[src/verilog/ptb_regs.svh]
`ifndef PTB_REGS_SVH
`define PTB_REGS_SVH

// ***************************************************************
// register byte offsets on the wishbone bus
// ***************************************************************
`define PTB_ADDR_CTRL 8'h00
`define PTB_ADDR_COUNT 8'h04
`define PTB_ADDR_PERIOD 8'h08
`define PTB_ADDR_SEVCMP 8'h0c
`define PTB_ADDR_STATUS 8'h10
`define PTB_ADDR_CLEAR 8'h14
`define PTB_ADDR_ENABLE 8'h18

// ***************************************************************
// field positions
// ***************************************************************
`define PTB_RUN_BIT 15
`define PTB_DIR_BIT 15
`define PTB_OPS_LSB 4
`define PTB_PRE_LSB 2
`define PTB_MODE_LSB 0
`define PTB_EVT_PERIOD_BIT 0
`define PTB_EVT_SPECIAL_BIT 1

// ***************************************************************
// widths, codes and reset values
// ***************************************************************
`define PTB_CNT_W 15
`define PTB_MODE_FREE 2'h0
`define PTB_MODE_SHOT 2'h1
`define PTB_MODE_UPDN 2'h2
`define PTB_MODE_UPDN_DBL 2'h3
`define PTB_PRE_LIM_1 6'h00
`define PTB_PRE_LIM_4 6'h03
`define PTB_PRE_LIM_16 6'h0f
`define PTB_PRE_LIM_64 6'h3f
`define PTB_CTRL_RST 16'h0000
`define PTB_COUNT_RST 15'h0000
`define PTB_PERIOD_RST 15'h0000
`define PTB_SEVCMP_RST 15'h0000
`define PTB_EVT_RST 2'h0

`endif

[src/verilog/ptb_pkg.sv]
`include "ptb_regs.svh"

package ptb_pkg;

  typedef enum logic [1:0] {
    ptb_free = `PTB_MODE_FREE,
    ptb_shot = `PTB_MODE_SHOT,
    ptb_updn = `PTB_MODE_UPDN,
    ptb_updn_dbl = `PTB_MODE_UPDN_DBL
  } ptb_mode_t;

  typedef struct packed {
    logic run;
    logic [6:0] spare;
    logic [3:0] ops;
    logic [1:0] pre;
    ptb_mode_t mode;
  } ptb_ctrl_t;

  typedef struct packed {
    logic special;
    logic period;
  } ptb_evt_t;

endpackage

[src/verilog/ptb_time_base.sv]
`timescale 1ns/1ps
`default_nettype none
`include "ptb_regs.svh"

module ptb_time_base
  import ptb_pkg::*;
(
  input wire logic clk_i,
  input wire logic rst_i,
  input wire logic cyc_i,
  input wire logic stb_i,
  input wire logic we_i,
  input wire logic [7:0] adr_i,
  input wire logic [3:0] sel_i,
  input wire logic [31:0] dat_i,
  output logic [31:0] dat_o,
  output logic ack_o,
  output logic irq_o,
  output logic tb_event_o,
  output logic special_event_o
);

  // ***************************************************************
  // functions
  // ***************************************************************
  function automatic logic [15:0] ptb_merge(input logic [15:0] old_v,
                                            input logic [15:0] new_v,
                                            input logic [1:0] sel);
    ptb_merge = {sel[1] ? new_v[15:8] : old_v[15:8],
                 sel[0] ? new_v[7:0] : old_v[7:0]};
  endfunction

  function automatic logic [5:0] ptb_pre_limit(input logic [1:0] sel);
    case (sel)
      2'h0: ptb_pre_limit = `PTB_PRE_LIM_1;
      2'h1: ptb_pre_limit = `PTB_PRE_LIM_4;
      2'h2: ptb_pre_limit = `PTB_PRE_LIM_16;
      default: ptb_pre_limit = `PTB_PRE_LIM_64;
    endcase
  endfunction

  // ***************************************************************
  // state
  // ***************************************************************
  ptb_ctrl_t ctrl_reg, ctrl_next;
  logic [`PTB_CNT_W-1:0] count_reg, count_next;
  logic dir_reg, dir_next;
  logic [`PTB_CNT_W-1:0] period_reg, period_next;
  logic [`PTB_CNT_W-1:0] sevcmp_reg, sevcmp_next;
  logic [5:0] pre_cnt_reg, pre_cnt_next;
  logic [3:0] post_cnt_reg, post_cnt_next;
  ptb_evt_t status_reg, status_next;
  ptb_evt_t enable_reg, enable_next;
  logic ack_reg;
  logic [31:0] dat_reg, dat_next;
  logic evt_reg;
  logic sev_reg;

  // ***************************************************************
  // wishbone decode
  // ***************************************************************
  wire req = cyc_i & stb_i;
  wire wr_stb = req & we_i & ack_reg;
  wire rd_take = req & ~ack_reg;
  wire hit_ctrl = adr_i == `PTB_ADDR_CTRL;
  wire hit_count = adr_i == `PTB_ADDR_COUNT;
  wire hit_period = adr_i == `PTB_ADDR_PERIOD;
  wire hit_sevcmp = adr_i == `PTB_ADDR_SEVCMP;
  wire hit_status = adr_i == `PTB_ADDR_STATUS;
  wire hit_clear = adr_i == `PTB_ADDR_CLEAR;
  wire hit_enable = adr_i == `PTB_ADDR_ENABLE;
  wire wr_ctrl = wr_stb & hit_ctrl;
  wire wr_count = wr_stb & hit_count & (|sel_i[1:0]);
  wire wr_period = wr_stb & hit_period & (|sel_i[1:0]);
  wire wr_sevcmp = wr_stb & hit_sevcmp & (|sel_i[1:0]);
  wire wr_clear = wr_stb & hit_clear & sel_i[0];
  wire wr_enable = wr_stb & hit_enable & sel_i[0];
  wire [15:0] wdat = dat_i[15:0];
  wire [15:0] ctrl_wr_val = ptb_merge(ctrl_reg, wdat, sel_i[1:0]);
  wire [15:0] count_wr_val = ptb_merge({dir_reg, count_reg}, wdat, sel_i[1:0]);
  wire [15:0] period_wr_val = ptb_merge({1'b0, period_reg}, wdat, sel_i[1:0]);
  wire [15:0] sevcmp_wr_val = ptb_merge({1'b0, sevcmp_reg}, wdat, sel_i[1:0]);

  // ***************************************************************
  // read data
  // ***************************************************************
  wire [15:0] rd_count = {dir_reg, count_reg};
  wire [15:0] rd_mux =
    hit_ctrl ? ctrl_reg :
    hit_count ? rd_count :
    hit_period ? {1'b0, period_reg} :
    hit_sevcmp ? {1'b0, sevcmp_reg} :
    hit_status ? {14'h0000, status_reg} :
    hit_enable ? {14'h0000, enable_reg} : 16'h0000;

  // ***************************************************************
  // time base core
  // ***************************************************************
  wire zero_period = period_reg == `PTB_PERIOD_RST;
  wire active = ctrl_reg.run & ~zero_period;
  wire tick = active & (pre_cnt_reg == ptb_pre_limit(ctrl_reg.pre));
  wire at_period = count_reg == period_reg;
  wire at_zero = count_reg == `PTB_COUNT_RST;
  wire updown = ctrl_reg.mode[1];
  wire is_free = ctrl_reg.mode == ptb_free;
  wire is_shot = ctrl_reg.mode == ptb_shot;
  wire is_dbl = ctrl_reg.mode == ptb_updn_dbl;
  wire up_match = tick & ~dir_reg & at_period;
  wire down_turn = tick & updown & dir_reg & at_zero;
  wire shot_end = is_shot & up_match;
  // events that qualify for the postscaler
  wire ev_raw = (~updown & up_match) | down_turn | (is_dbl & up_match);
  wire post_hit = post_cnt_reg == ctrl_reg.ops;
  wire tb_event = is_shot ? up_match : (ev_raw & post_hit);
  wire sev_hit = tick & ~dir_reg & (count_reg == sevcmp_reg);
  wire period_locked = zero_period & ctrl_reg.run;

  always_comb begin
    count_next = count_reg;
    dir_next = dir_reg;
    if (wr_count) begin
      count_next = count_wr_val[`PTB_CNT_W-1:0];
    end else if (tick) begin
      if (!updown) begin
        count_next = at_period ? `PTB_COUNT_RST : count_reg + 15'h0001;
        dir_next = 1'b0;
      end else if (!dir_reg) begin
        if (at_period) begin
          count_next = count_reg - 15'h0001;
          dir_next = 1'b1;
        end else begin
          count_next = count_reg + 15'h0001;
        end
      end else begin
        if (at_zero) begin
          count_next = count_reg + 15'h0001;
          dir_next = 1'b0;
        end else begin
          count_next = count_reg - 15'h0001;
        end
      end
    end
  end

  always_comb begin
    ctrl_next = ctrl_reg;
    if (wr_ctrl) begin
      ctrl_next = ctrl_wr_val;
      ctrl_next.spare = 7'h00;
    end else if (shot_end) begin
      ctrl_next.run = 1'b0;
    end
  end

  always_comb begin
    pre_cnt_next = pre_cnt_reg;
    if (!ctrl_reg.run || wr_count || tick) begin
      pre_cnt_next = 6'h00;
    end else if (active) begin
      pre_cnt_next = pre_cnt_reg + 6'h01;
    end
  end

  always_comb begin
    post_cnt_next = post_cnt_reg;
    if (!ctrl_reg.run) begin
      post_cnt_next = 4'h0;
    end else if (ev_raw && !is_shot) begin
      post_cnt_next = post_hit ? 4'h0 : post_cnt_reg + 4'h1;
    end
  end

  assign period_next = (wr_period && !period_locked) ?
                       period_wr_val[`PTB_CNT_W-1:0] : period_reg;
  assign sevcmp_next = wr_sevcmp ? sevcmp_wr_val[`PTB_CNT_W-1:0] : sevcmp_reg;

  // ***************************************************************
  // interrupt status: a new event wins over a clear
  // ***************************************************************
  wire ptb_evt_t evt_now = '{special: sev_hit, period: tb_event};
  wire [1:0] clr_mask = wr_clear ? dat_i[1:0] : 2'h0;
  assign status_next = (status_reg & ~clr_mask) | evt_now;
  assign enable_next = wr_enable ? dat_i[1:0] : enable_reg;
  assign dat_next = rd_take ? {16'h0000, rd_mux} : dat_reg;

  // ***************************************************************
  // registers
  // ***************************************************************
  always_ff @(posedge clk_i) begin
    if (rst_i) begin
      ctrl_reg <= `PTB_CTRL_RST;
      count_reg <= `PTB_COUNT_RST;
      dir_reg <= 1'b0;
      period_reg <= `PTB_PERIOD_RST;
      sevcmp_reg <= `PTB_SEVCMP_RST;
    end else begin
      ctrl_reg <= ctrl_next;
      count_reg <= count_next;
      dir_reg <= dir_next;
      period_reg <= period_next;
      sevcmp_reg <= sevcmp_next;
    end
  end

  always_ff @(posedge clk_i) begin
    if (rst_i) begin
      pre_cnt_reg <= 6'h00;
      post_cnt_reg <= 4'h0;
      status_reg <= `PTB_EVT_RST;
      enable_reg <= `PTB_EVT_RST;
    end else begin
      pre_cnt_reg <= pre_cnt_next;
      post_cnt_reg <= post_cnt_next;
      status_reg <= status_next;
      enable_reg <= enable_next;
    end
  end

  always_ff @(posedge clk_i) begin
    if (rst_i) begin
      ack_reg <= 1'b0;
      dat_reg <= 32'h0000_0000;
      evt_reg <= 1'b0;
      sev_reg <= 1'b0;
    end else begin
      ack_reg <= rd_take;
      dat_reg <= dat_next;
      evt_reg <= tb_event;
      sev_reg <= sev_hit;
    end
  end

  assign ack_o = ack_reg;
  assign dat_o = dat_reg;
  assign tb_event_o = evt_reg;
  assign special_event_o = sev_reg;
  assign irq_o = |(status_reg & enable_reg);
endmodule
`default_nettype wire
[config.mk]
export PLATFORM = sky130hd
export DESIGN_NAME = ptb_time_base
export DESIGN_NICKNAME = d
export VERILOG_FILES = /design/src/verilog/ptb_pkg.sv /design/src/verilog/ptb_time_base.sv
export VERILOG_INCLUDE_DIRS = /design/src /design/src/verilog
export SDC_FILE = /design/constraint.sdc
export NUM_CORES = 1
export LEC_CHECK = 0
export BUFFER_PORTS_ARGS = -buffer_cell sky130_fd_sc_hd__buf_2
export CAP_MARGIN = 20
export CORE_MARGIN = 1.5
export CORE_UTILIZATION = 40
export CTS_BUF_LIST = sky130_fd_sc_hd__clkbuf_8
export CTS_CLUSTER_SIZE = 25
export DETAILED_ROUTE_END_ITERATION = 7
export SYNTH_ARGS = -nofsm -noshare
export SYNTH_HDL_FRONTEND = slang
export SYNTH_SLANG_ARGS = --single-unit
[constraint.sdc]
create_clock -name clk_i -period 2.53 [get_ports clk_i]
set_clock_uncertainty 0.15 [all_clocks]
set_input_delay 0.253 -clock clk_i [delete_from_list [all_inputs] [get_ports clk_i]]
set_output_delay 0.253 -clock clk_i [all_outputs]
set_load 0.05 [all_outputs]
==> results of run 1 <==
## final timing paths
kind                  from             end  depth (start not counted)
max          period_reg[8]    count_reg[5]                         11
min              dat_i[12]  sevcmp_reg[12]                          3
max reg2reg  period_reg[8]    count_reg[5]                         11
min reg2reg       dat_o[3]        dat_o[3]                          2
## worst max-delay path: stages (launching register included)
cell and delay, ns:
dfxtp_2 0.35, xor2_1 0.17, nor4_2 0.34, buf_4 0.17, nand4_1 0.21, o22ai_1 0.25, buf_4 0.18, buf_4 0.15
buf_4 0.10, o211ai_1 0.08, o2111ai_1 0.13, a21oi_1 0.11
## cell usage after synthesis (8+ instances only)
library cell	instances
a211oi_1	18
a21oi_1	34
a222oi_1	14
buf_2	8
buf_4	19
clkbuf_1	26
dfxtp_1	88
inv_1	10
mux2i_1	34
nand2_1	48
nand3_1	25
nand4_1	8
nor2_1	88
nor3_1	17
nor4_1	16
o21ai_0	17
xor2_1	41
## layer usage
layer	wire length (µm)	share of wire [%]	GRT usage, %	vias to the layer above
met2	7850	47	38.2	191
met4	304	1.8	8.00	0
li1	-	-	-	2518
met1	7510	45	30.9	2558
met3	894	5.4	3.67	18
met5	0	0	0	-
## layout make-up
| class | count | area, µm² | share of cell area (%) |
|---|---|---|---|
| Multi-Input combinational cell | 498 | 3350 | 51.0 |
| Inverter | 10 | 37.5 | 0.571 |
| Clock inverter | 5 | 105 | 1.60 |
| Clock buffer | 10 | 138 | 2.10 |
| Tap cell | 172 | 215 | 3.28 |
| Sequential cell | 88 | 1770 | 26.9 |
| Timing Repair Buffer | 137 | 956 | 14.6 |
## logic make-up (layout without fill, tap and decap cells)
family,Yosys count,after routing,synth area share (%)
AO/OA/AOI/OAI,141,141,19.8
XOR/XNOR,46,46,7.58
flip-flops,88,88,33.1
AND/OR/NAND/NOR,255,255,24.5
adder cells (fa/ha/maj),4,4,0.941
buffers and inverters,69,162,6.99
multiplexers,36,36,7.04
other,1,16,0.0705
## report_power, final
| group | switching (mW) | internal [mW] | total (mW) |
|---|---|---|---|
| Clock | 0.519 | 0.677 | 1.20 |
| Combinational | 0.196 | 0.0606 | 0.257 |
| Sequential | 0.00662 | 1.40 | 1.41 |
## metrics by stage
step / cells / setup WS (ns) / TNS (ns) / hold WS, ns
2_1_floorplan: 655 / 0.0350 / 0 / 0.247
3_3_place_gp: 898 / -0.0106 / -0.0171 / 0.337
3_5_place_dp: 898 / -0.0897 / -0.234 / 0.338
4_1_cts: 914 / 0.00459 / 0 / 0.00859
5_1_grt: 920 / -0.108 / -0.610 / 0.0256
6_report: 920 / 0.0227 / 0 / 0.0175
## repair_timing
item	CTS	global route
buffers inserted	0	6
hold buffers	1	0
pin swaps	1	6
endpoints found under the hold margin	1	0
endpoints found under the setup margin	7	26
gates resized for setup	5	28
cloned	0	0
==> qor.yml, run 1 <==
final_layout:
  diodes: 0
  largest_reg_flops: 16
  utilization_pct: 51.4
  drive_gt1_share_pct: 27.8
  final_cell_mix: "nor2_1 (88), dfxtp_1 (82), buf_4 (82)"
  area_delta_synth_final_pct: 23.6
  fin_nets: 797
  final_common_cell: "nor2_1"
  design_area_um2: 6570
  fillers: 1216
placed_design:
  hpwl_um: 12700
  placed_area_um2: 6160
  numPortBuffers: 50
  globalplace.congestion: 0.907
floorplan:
  fp.dieW_um: 118
  dieHeight_um: 118
  core_um2: 12800
  rows: 41
  io_pins: 85
  start_util_pct: 41.6
  dieArea_um2: 14000
logic_synthesis:
  async_flop_share_pct: 0
  netlist_area_um2: 5320
  syn_avg_cell_area_um2: 8.31
  postSynthCellCount: 640
  yosys_register_bits: 88
  ys.flop_type: "dfxtp_1"
  synth_area_leaders: "dfxtp_1 (33%), xor2_1 (6.8%), mux2i_1 (6.4%)"
  ys_seq_area_share_pct: 33.1
  synth-edff-count: 0
  synth_cell_types: 77
  yosysWarnings: 0
  yosysTopAreaCell: "dfxtp_1"
  synth_top_cell_area_share_pct: 33.1
hold_path:
  hold_class: "in -> reg"
sta:
  finalCriticalPeriod_ns: 2.51
  rsz0062_at_grt: "true"
  drv_slew: 0
  min_period_over_period_pct: 99.1
  max_clock_freq_mhz: 399
  finalHoldViolations: 0
  setup_violations: 0
  tightest_slew_ns: 0.821
  relSlewSlack_pct: 44.8
clock_network:
  cts_tree: "built"
  clock-sinks: 88
  clk_path_buf_depth: 2
  cts_made_buffers: 9
  insertion_delay_ns: 0.38
  cts.htree.levels: 3
  path_clk_slew_ns: 0.09
  cts_root_buf: "clkbuf_8"
setup_path:
  cp-start-kind: "register"
  crit_type: "reg -> reg"
  rrSetupSlack_ns: 0.02
  cp.required_ns: 2.64
  cp.arrival_ns: 2.61
  critPathMaxFanout: 6
  worstSetupEndpointType: "register"
detailed_routing:
  drc: 0
  firstDrtPassIters: 6
  vias_per_cell: 5.74
  wl_um: 16600
  wl_per_cell_um: 18.0
  drtAntennaViolNets: 0
  first_iter_violations: 513
  vias: 5285
global_route:
  grt_remaining_overflow: 0
  grt_pass1_vias: 4860
  grt_pass1_wl_um: 25700
  grt_max_degree: 50
  grt_use_total_pct: 23.3
  antenna_found_initial: 0
power_and_ir_drop:
  p_leak_nw: 2.75
  p_per_area_nw_per_um2: 435
  power_mw: 2.86
  vdd_drop_max_mv: 0.324
run_status:
  status: "complete, no violations"
run:
  maxCapViolCount: 0
Note: power is estimated with default switching activity, not from simulation.
==> inputs of run 2 (changes only) <==
--- a/config.mk
+++ b/config.mk
@@ -13,6 +13,7 @@
 export CTS_BUF_LIST = sky130_fd_sc_hd__clkbuf_8
 export CTS_CLUSTER_SIZE = 25
 export DETAILED_ROUTE_END_ITERATION = 7
+export SETUP_SLACK_MARGIN = 0.2
 export SYNTH_ARGS = -nofsm -noshare
 export SYNTH_HDL_FRONTEND = slang
 export SYNTH_SLANG_ARGS = --single-unit
==> qor.yml, run 2 (same netlist as run 1, synthesis figures left out) <==
clock_network:
  clock-sinks: 88  # unchanged
  path_clk_slew_ns: 0.09  # about the same
  cts_hold_buffers: 0  # -1
  clk_path_buf_depth: 2  # unchanged
  cts_tree: "built"
  cts_root_buf: "clkbuf_8"
  cts_made_buffers: 9  # unchanged
  cts.htree.levels: 3  # unchanged
  insertion_delay_ns: 0.37  # about the same
detailed_routing:
  first_iter_violations: 478  # -6.8%
  vias_per_cell: 5.77  # +0.48%
  wl_um: 16900  # +2.2%
  wl_per_cell_um: 18.4  # +2.1%
  vias: 5316  # +0.59%
  drc: 0  # unchanged
  firstDrtPassIters: 7  # +1
  drtAntennaViolNets: 0  # unchanged
power_and_ir_drop:
  power_frac_clock_pct: 36.6  # -5.3 points
  vdd_drop_max_mv: 0.214  # -34%
  switching_power_uw: 714  # -1.0%
  power_frac_comb_pct: 9.8  # +0.8 points
  p_leak_nw: 2.80  # +1.8%
  p_int_mw: 1.90  # -11%
  seq_power_share_pct: 53.6  # +4.4 points
  swShare_pct: 27.3  # +2.1 points
  p_per_area_nw_per_um2: 390  # -10%
placed_design:
  hpwl_um: 12500  # -1.8%
  numPortBuffers: 50  # unchanged
  placed_area_um2: 6030  # -2.2%
  globalplace.congestion: 0.852  # -6.0%
  dp_slack_ns: 0.0333  # +0.123 ns
sta:
  tns_ns: 0  # unchanged
  max_clock_freq_mhz: 406  # +1.7%
  finalHoldViolations: 0  # unchanged
  drv_slew: 0  # unchanged
  rsz0062_at_grt: "true"
  tightest_slew_ns: 0.958  # +0.137 ns
  finalWorstSetupSlack_ns: 0.0653  # +0.0426 ns
  min_period_over_period_pct: 97.4  # -1.7 points
  relSlewSlack_pct: 35.5  # -9.2 points
  setup_violations: 0  # unchanged
  finalCriticalPeriod_ns: 2.46  # -0.0426 ns
hold_path:
  hold_class: "in -> reg"
  holdCritStartpoint: "dat_i[13]"
  min_to: "sevcmp_reg[13]"
  min_path_cells: 3  # unchanged
run:
  maxCapViolCount: 0  # unchanged
final_layout:
  final_cell_mix: "nor2_1 (83), buf_4 (75), dfxtp_1 (70)"
  drive_gt1_share_pct: 32.6  # +4.8 points
  design_area_um2: 6710  # +2.2%
  area_delta_synth_final_pct: 26.3
  diodes: 0  # unchanged
  largest_reg_flops: 16  # unchanged
  fin_nets: 798  # +0.13%
  final_common_cell: "nor2_1"
floorplan:
  start_util_pct: 41.6  # unchanged
  core_um2: 12800  # unchanged
  dieHeight_um: 118  # unchanged
  fp.dieW_um: 118  # unchanged
  dieArea_um2: 14000  # unchanged
  rows: 41  # unchanged
  io_pins: 85  # unchanged
setup_path:
  critPathMaxFanout: 7  # +1
  r2r_cells: 8  # -3
  rr_startpoint: "period_reg[1]"
  worstSetupEndpointType: "register"
  cp.required_ns: 2.68  # +0.04 ns
  cp-start-kind: "register"
  rrSetupSlack_ns: 0.07  # +0.04 ns
  cp.arrival_ns: 2.61  # about the same
  crit_type: "reg -> reg"
  worstReg2RegEnd: "count_reg[6]"
global_route:
  antenna_found_initial: 0  # unchanged
  grt_pass1_wl_um: 25700  # about the same
  grt_pass1_vias: 4835  # -0.51%
  grt_remaining_overflow: 0  # unchanged
  grt_max_degree: 55  # +10%
  grt_use_total_pct: 23.1  # -0.12 points
run_status:
  status: "complete, no violations"
[run 2: cell count changes in the layout (fill, tap and decap cells not counted), sizes merged]
cell	before	now
buf	136	137
bufinv	3	1
clkinv	0	4
clkinvlp	2	1
dlygate4sd3	1	0
[run 2: metal layers]
| layer | wire (µm) | GRT usage [%] |
|---|---|---|
| met1 | 7420 | 31.3 |
| met3 | 1080 | 3.96 |
| met2 | 8010 | 37.2 |
| met5 | 0 | 0 |
| met4 | 421 | 7.70 |
[run 2: cell type report]
cell class              instances  area, µm²
well taps                     172        215
flip-flops and latches         88       1800
clock buffers                   9        124
clock inverters                 6       61.3
inverters                      10       42.5
multi-input cells             498       3470
repair buffers                138       1010
fillers                      1193       6060
[run 2: timing repair]
action	CTS	global route
gates cloned	0	3
resized for setup	31	47
setup endpoints to repair	21	27
pin swaps	8	18
setup buffers	5	22
[run 2: how the worst max path moves through the flow]
stage | slack (ns) | end | start
6_report | 0.07 | count_reg[6] | period_reg[1]
5_1_grt | 0.02 | count_reg[6] | period_reg[1]
4_1_cts | 0.12 | count_reg[6] | period_reg[1]
3_5_place_dp | 0.03 | count_reg[1] | period_reg[8]
3_3_place_gp | 0.06 | count_reg[1] | period_reg[14]
2_1_floorplan | 0.19 | count_reg[10] | period_reg[12]
[run 2: through the flow]
stage / util [%] / total power [mW] / cells / hold slack (ns)
final: 52.6 / 2.62 / 921 / 0.0248
after global routing: 52.6 / 2.71 / 921 / 0.0241
after CTS: 49.5 / 2.62 / 896 / 0.0119
after detailed placement: 47.2 / 1.69 / 876 / 0.342
after global placement: 47.2 / 1.69 / 876 / 0.336
after floorplan: - / 1.63 / 655 / 0.247
[run 2: power by group through the flow]
stage	clock (mW)	sequential, mW	combinational (mW)
5_1_grt	1.04	1.40	0.271
4_1_cts	0.966	1.40	0.254
3_3_place_gp	0	1.44	0.250
2_1_floorplan	0	1.49	0.141
6_report	0.957	1.40	0.258
3_5_place_dp	0	1.44	0.252
[run 2: worst max-delay path, stage by stage (launching register included)]
cell and delay (ns):
dfxtp_2 0.35, or4_4 0.55, o41ai_4 0.45, buf_4 0.20, a2111oi_4 0.07, nor2_4 0.22
o21a_1 0.20, a221oi_2 0.05, nor3_2 0.15
==> inputs of run 3 (changes only) <==
==> constraint.sdc (replaced) <==
create_clock -name clk_i -period 2.9 [get_ports clk_i]
set_clock_uncertainty 0.15 [all_clocks]
set_input_delay 0.29 -clock clk_i [delete_from_list [all_inputs] [get_ports clk_i]]
set_output_delay 0.29 -clock clk_i [all_outputs]
set_load 0.05 [all_outputs]
==> qor.yml, run 3 (same netlist as run 1, synthesis figures left out) <==
setup_path:
  cp-start-kind: "register"
  cp.arrival_ns: 2.74  # +0.13 ns
  cp.required_ns: 3.03  # +0.35 ns
  worstSetupEndpointType: "register"
  crit_type: "reg -> reg"
  critPathMaxFanout: 5  # -2
detailed_routing:
  wl_per_cell_um: 17.9  # -2.4%
  firstDrtPassIters: 8  # +1
  wl_um: 15700  # -7.0%
  first_iter_violations: 582  # +22%
  drtAntennaViolNets: 0  # unchanged
  vias: 5115  # -3.8%
  drc: 0  # unchanged
  vias_per_cell: 5.83  # +0.93%
run_status:
  status: "complete, no violations"
global_route:
  antenna_found_initial: 0  # unchanged
  grt_remaining_overflow: 0  # unchanged
  grt_pass1_vias: 4772  # -1.3%
  grt_max_degree: 35  # -36%
  grt_pass1_wl_um: 24900  # -3.2%
  grt_use_total_pct: 22.3  # -0.80 points
floorplan:
  dieArea_um2: 14000  # unchanged
  io_pins: 85  # unchanged
  start_util_pct: 41.6  # unchanged
  core_um2: 12800  # unchanged
  rows: 41  # unchanged
  dieHeight_um: 118  # unchanged
  fp.dieW_um: 118  # unchanged
clock_network:
  insertion_delay_ns: 0.36  # about the same
  clk_path_buf_depth: 2  # unchanged
  path_clk_slew_ns: 0.09  # about the same
  cts_made_buffers: 9  # unchanged
  cts_root_buf: "clkbuf_8"
  cts_hold_buffers: 0  # unchanged
  clock-sinks: 88  # unchanged
  cts.htree.levels: 3  # unchanged
  cts_tree: "built"
placed_design:
  placed_area_um2: 5810  # -3.6%
  globalplace.congestion: 0.845  # -0.90%
  hpwl_um: 12100  # -3.2%
  numPortBuffers: 50  # unchanged
final_layout:
  design_area_um2: 6080  # -9.5%
  fin_nets: 754  # -5.5%
  utilization_pct: 47.6  # -5.0 points
  final_cell_mix: "nor2_1 (88), dfxtp_1 (85), buf_2 (50)"
  final_common_cell: "nor2_1"
  area_delta_synth_final_pct: 14.3
  drive_gt1_share_pct: 21.5  # -11 points
  diodes: 0  # unchanged
  largest_reg_flops: 16  # unchanged
sta:
  drv_slew: 0  # unchanged
  rsz0062_at_grt: "true"
  finalHoldViolations: 0  # unchanged
  tightest_slew_ns: 0.837  # -0.121 ns
  relSlewSlack_pct: 43.8  # +8.3 points
  min_period_over_period_pct: 90.0  # -7.5 points
  max_clock_freq_mhz: 383  # -5.5%
  finalCriticalPeriod_ns: 2.61  # +0.144 ns
  tns_ns: 0  # unchanged
  setup_violations: 0  # unchanged
run:
  maxCapViolCount: 0  # unchanged
hold_path:
  hold_class: "in -> reg"
power_and_ir_drop:
  p_leak_nw: 2.50  # -11%
  vdd_drop_max_mv: 0.194  # -9.4%
  p_per_area_nw_per_um2: 369  # -5.4%
## run 3: where the power goes
part / internal, mW / total [mW] / leakage [nW] / switching (mW)
clock network: 0.336 / 0.797 / 0.0845 / 0.461
logic: 0.0483 / 0.219 / 1.70 / 0.170
registers: 1.22 / 1.23 / 0.713 / 0.00570
## run 3: worst max-delay path, cell delays in order, from the launching register on
cell and delay [ns]:
dfxtp_1 0.44, xor2_1 0.29, nor3_1 0.10, nand4_1 0.18, buf_4 0.18, nor2_1 0.07, nor3_1 0.67, o21ai_0 0.24
a22oi_1 0.22
## run 3: cell type report
cell class | instances | area [µm²]
clock inverter | 6 | 45.0
sequential | 88 | 1770
tap | 172 | 215
clock buffer | 10 | 138
multi-input combinational | 498 | 3270
fill | 1228 | 6700
inverter | 10 | 37.5
timing repair buffer | 94 | 606
## run 3: worst paths after layout
check                                     from             to  slack [ns]  cells after the start
worst max-delay path            period_reg[11]  count_reg[11]        0.29                      8
worst min-delay path                 dat_i[15]   ctrl_reg[15]        0.06                      3
worst max register to register  period_reg[11]  count_reg[11]        0.29                      8
worst min register to register   status_reg[0]  status_reg[0]        0.34                      2
## run 3: metal layers
metal | wire length, µm | vias to the layer above | share of wire (%) | GRT usage [%]
met5 | 0 | - | 0 | 0
met4 | 344 | 0 | 2.2 | 7.93
met3 | 1090 | 27 | 6.9 | 3.76
met2 | 7280 | 250 | 46 | 36.3
met1 | 7030 | 2400 | 45 | 29.8
li1 | - | 2438 | - | -
## run 3: through the flow
stage	hold slack, ns	total power, mW	cells	worst slack [ns]
6_report	0.0635	2.24	878	0.291
5_1_grt	0.0624	2.33	878	0.192
4_1_cts	0.0467	2.26	875	0.208
3_5_place_dp	0.327	1.47	857	0.203
3_3_place_gp	0.329	1.47	857	0.234
2_1_floorplan	0.284	1.42	655	0.270
## run 3: timing repair
action,in CTS,in global routing
pin swaps,2,3
gates resized for setup,0,9
endpoints found under the setup margin,2,19
buffers inserted,2,3
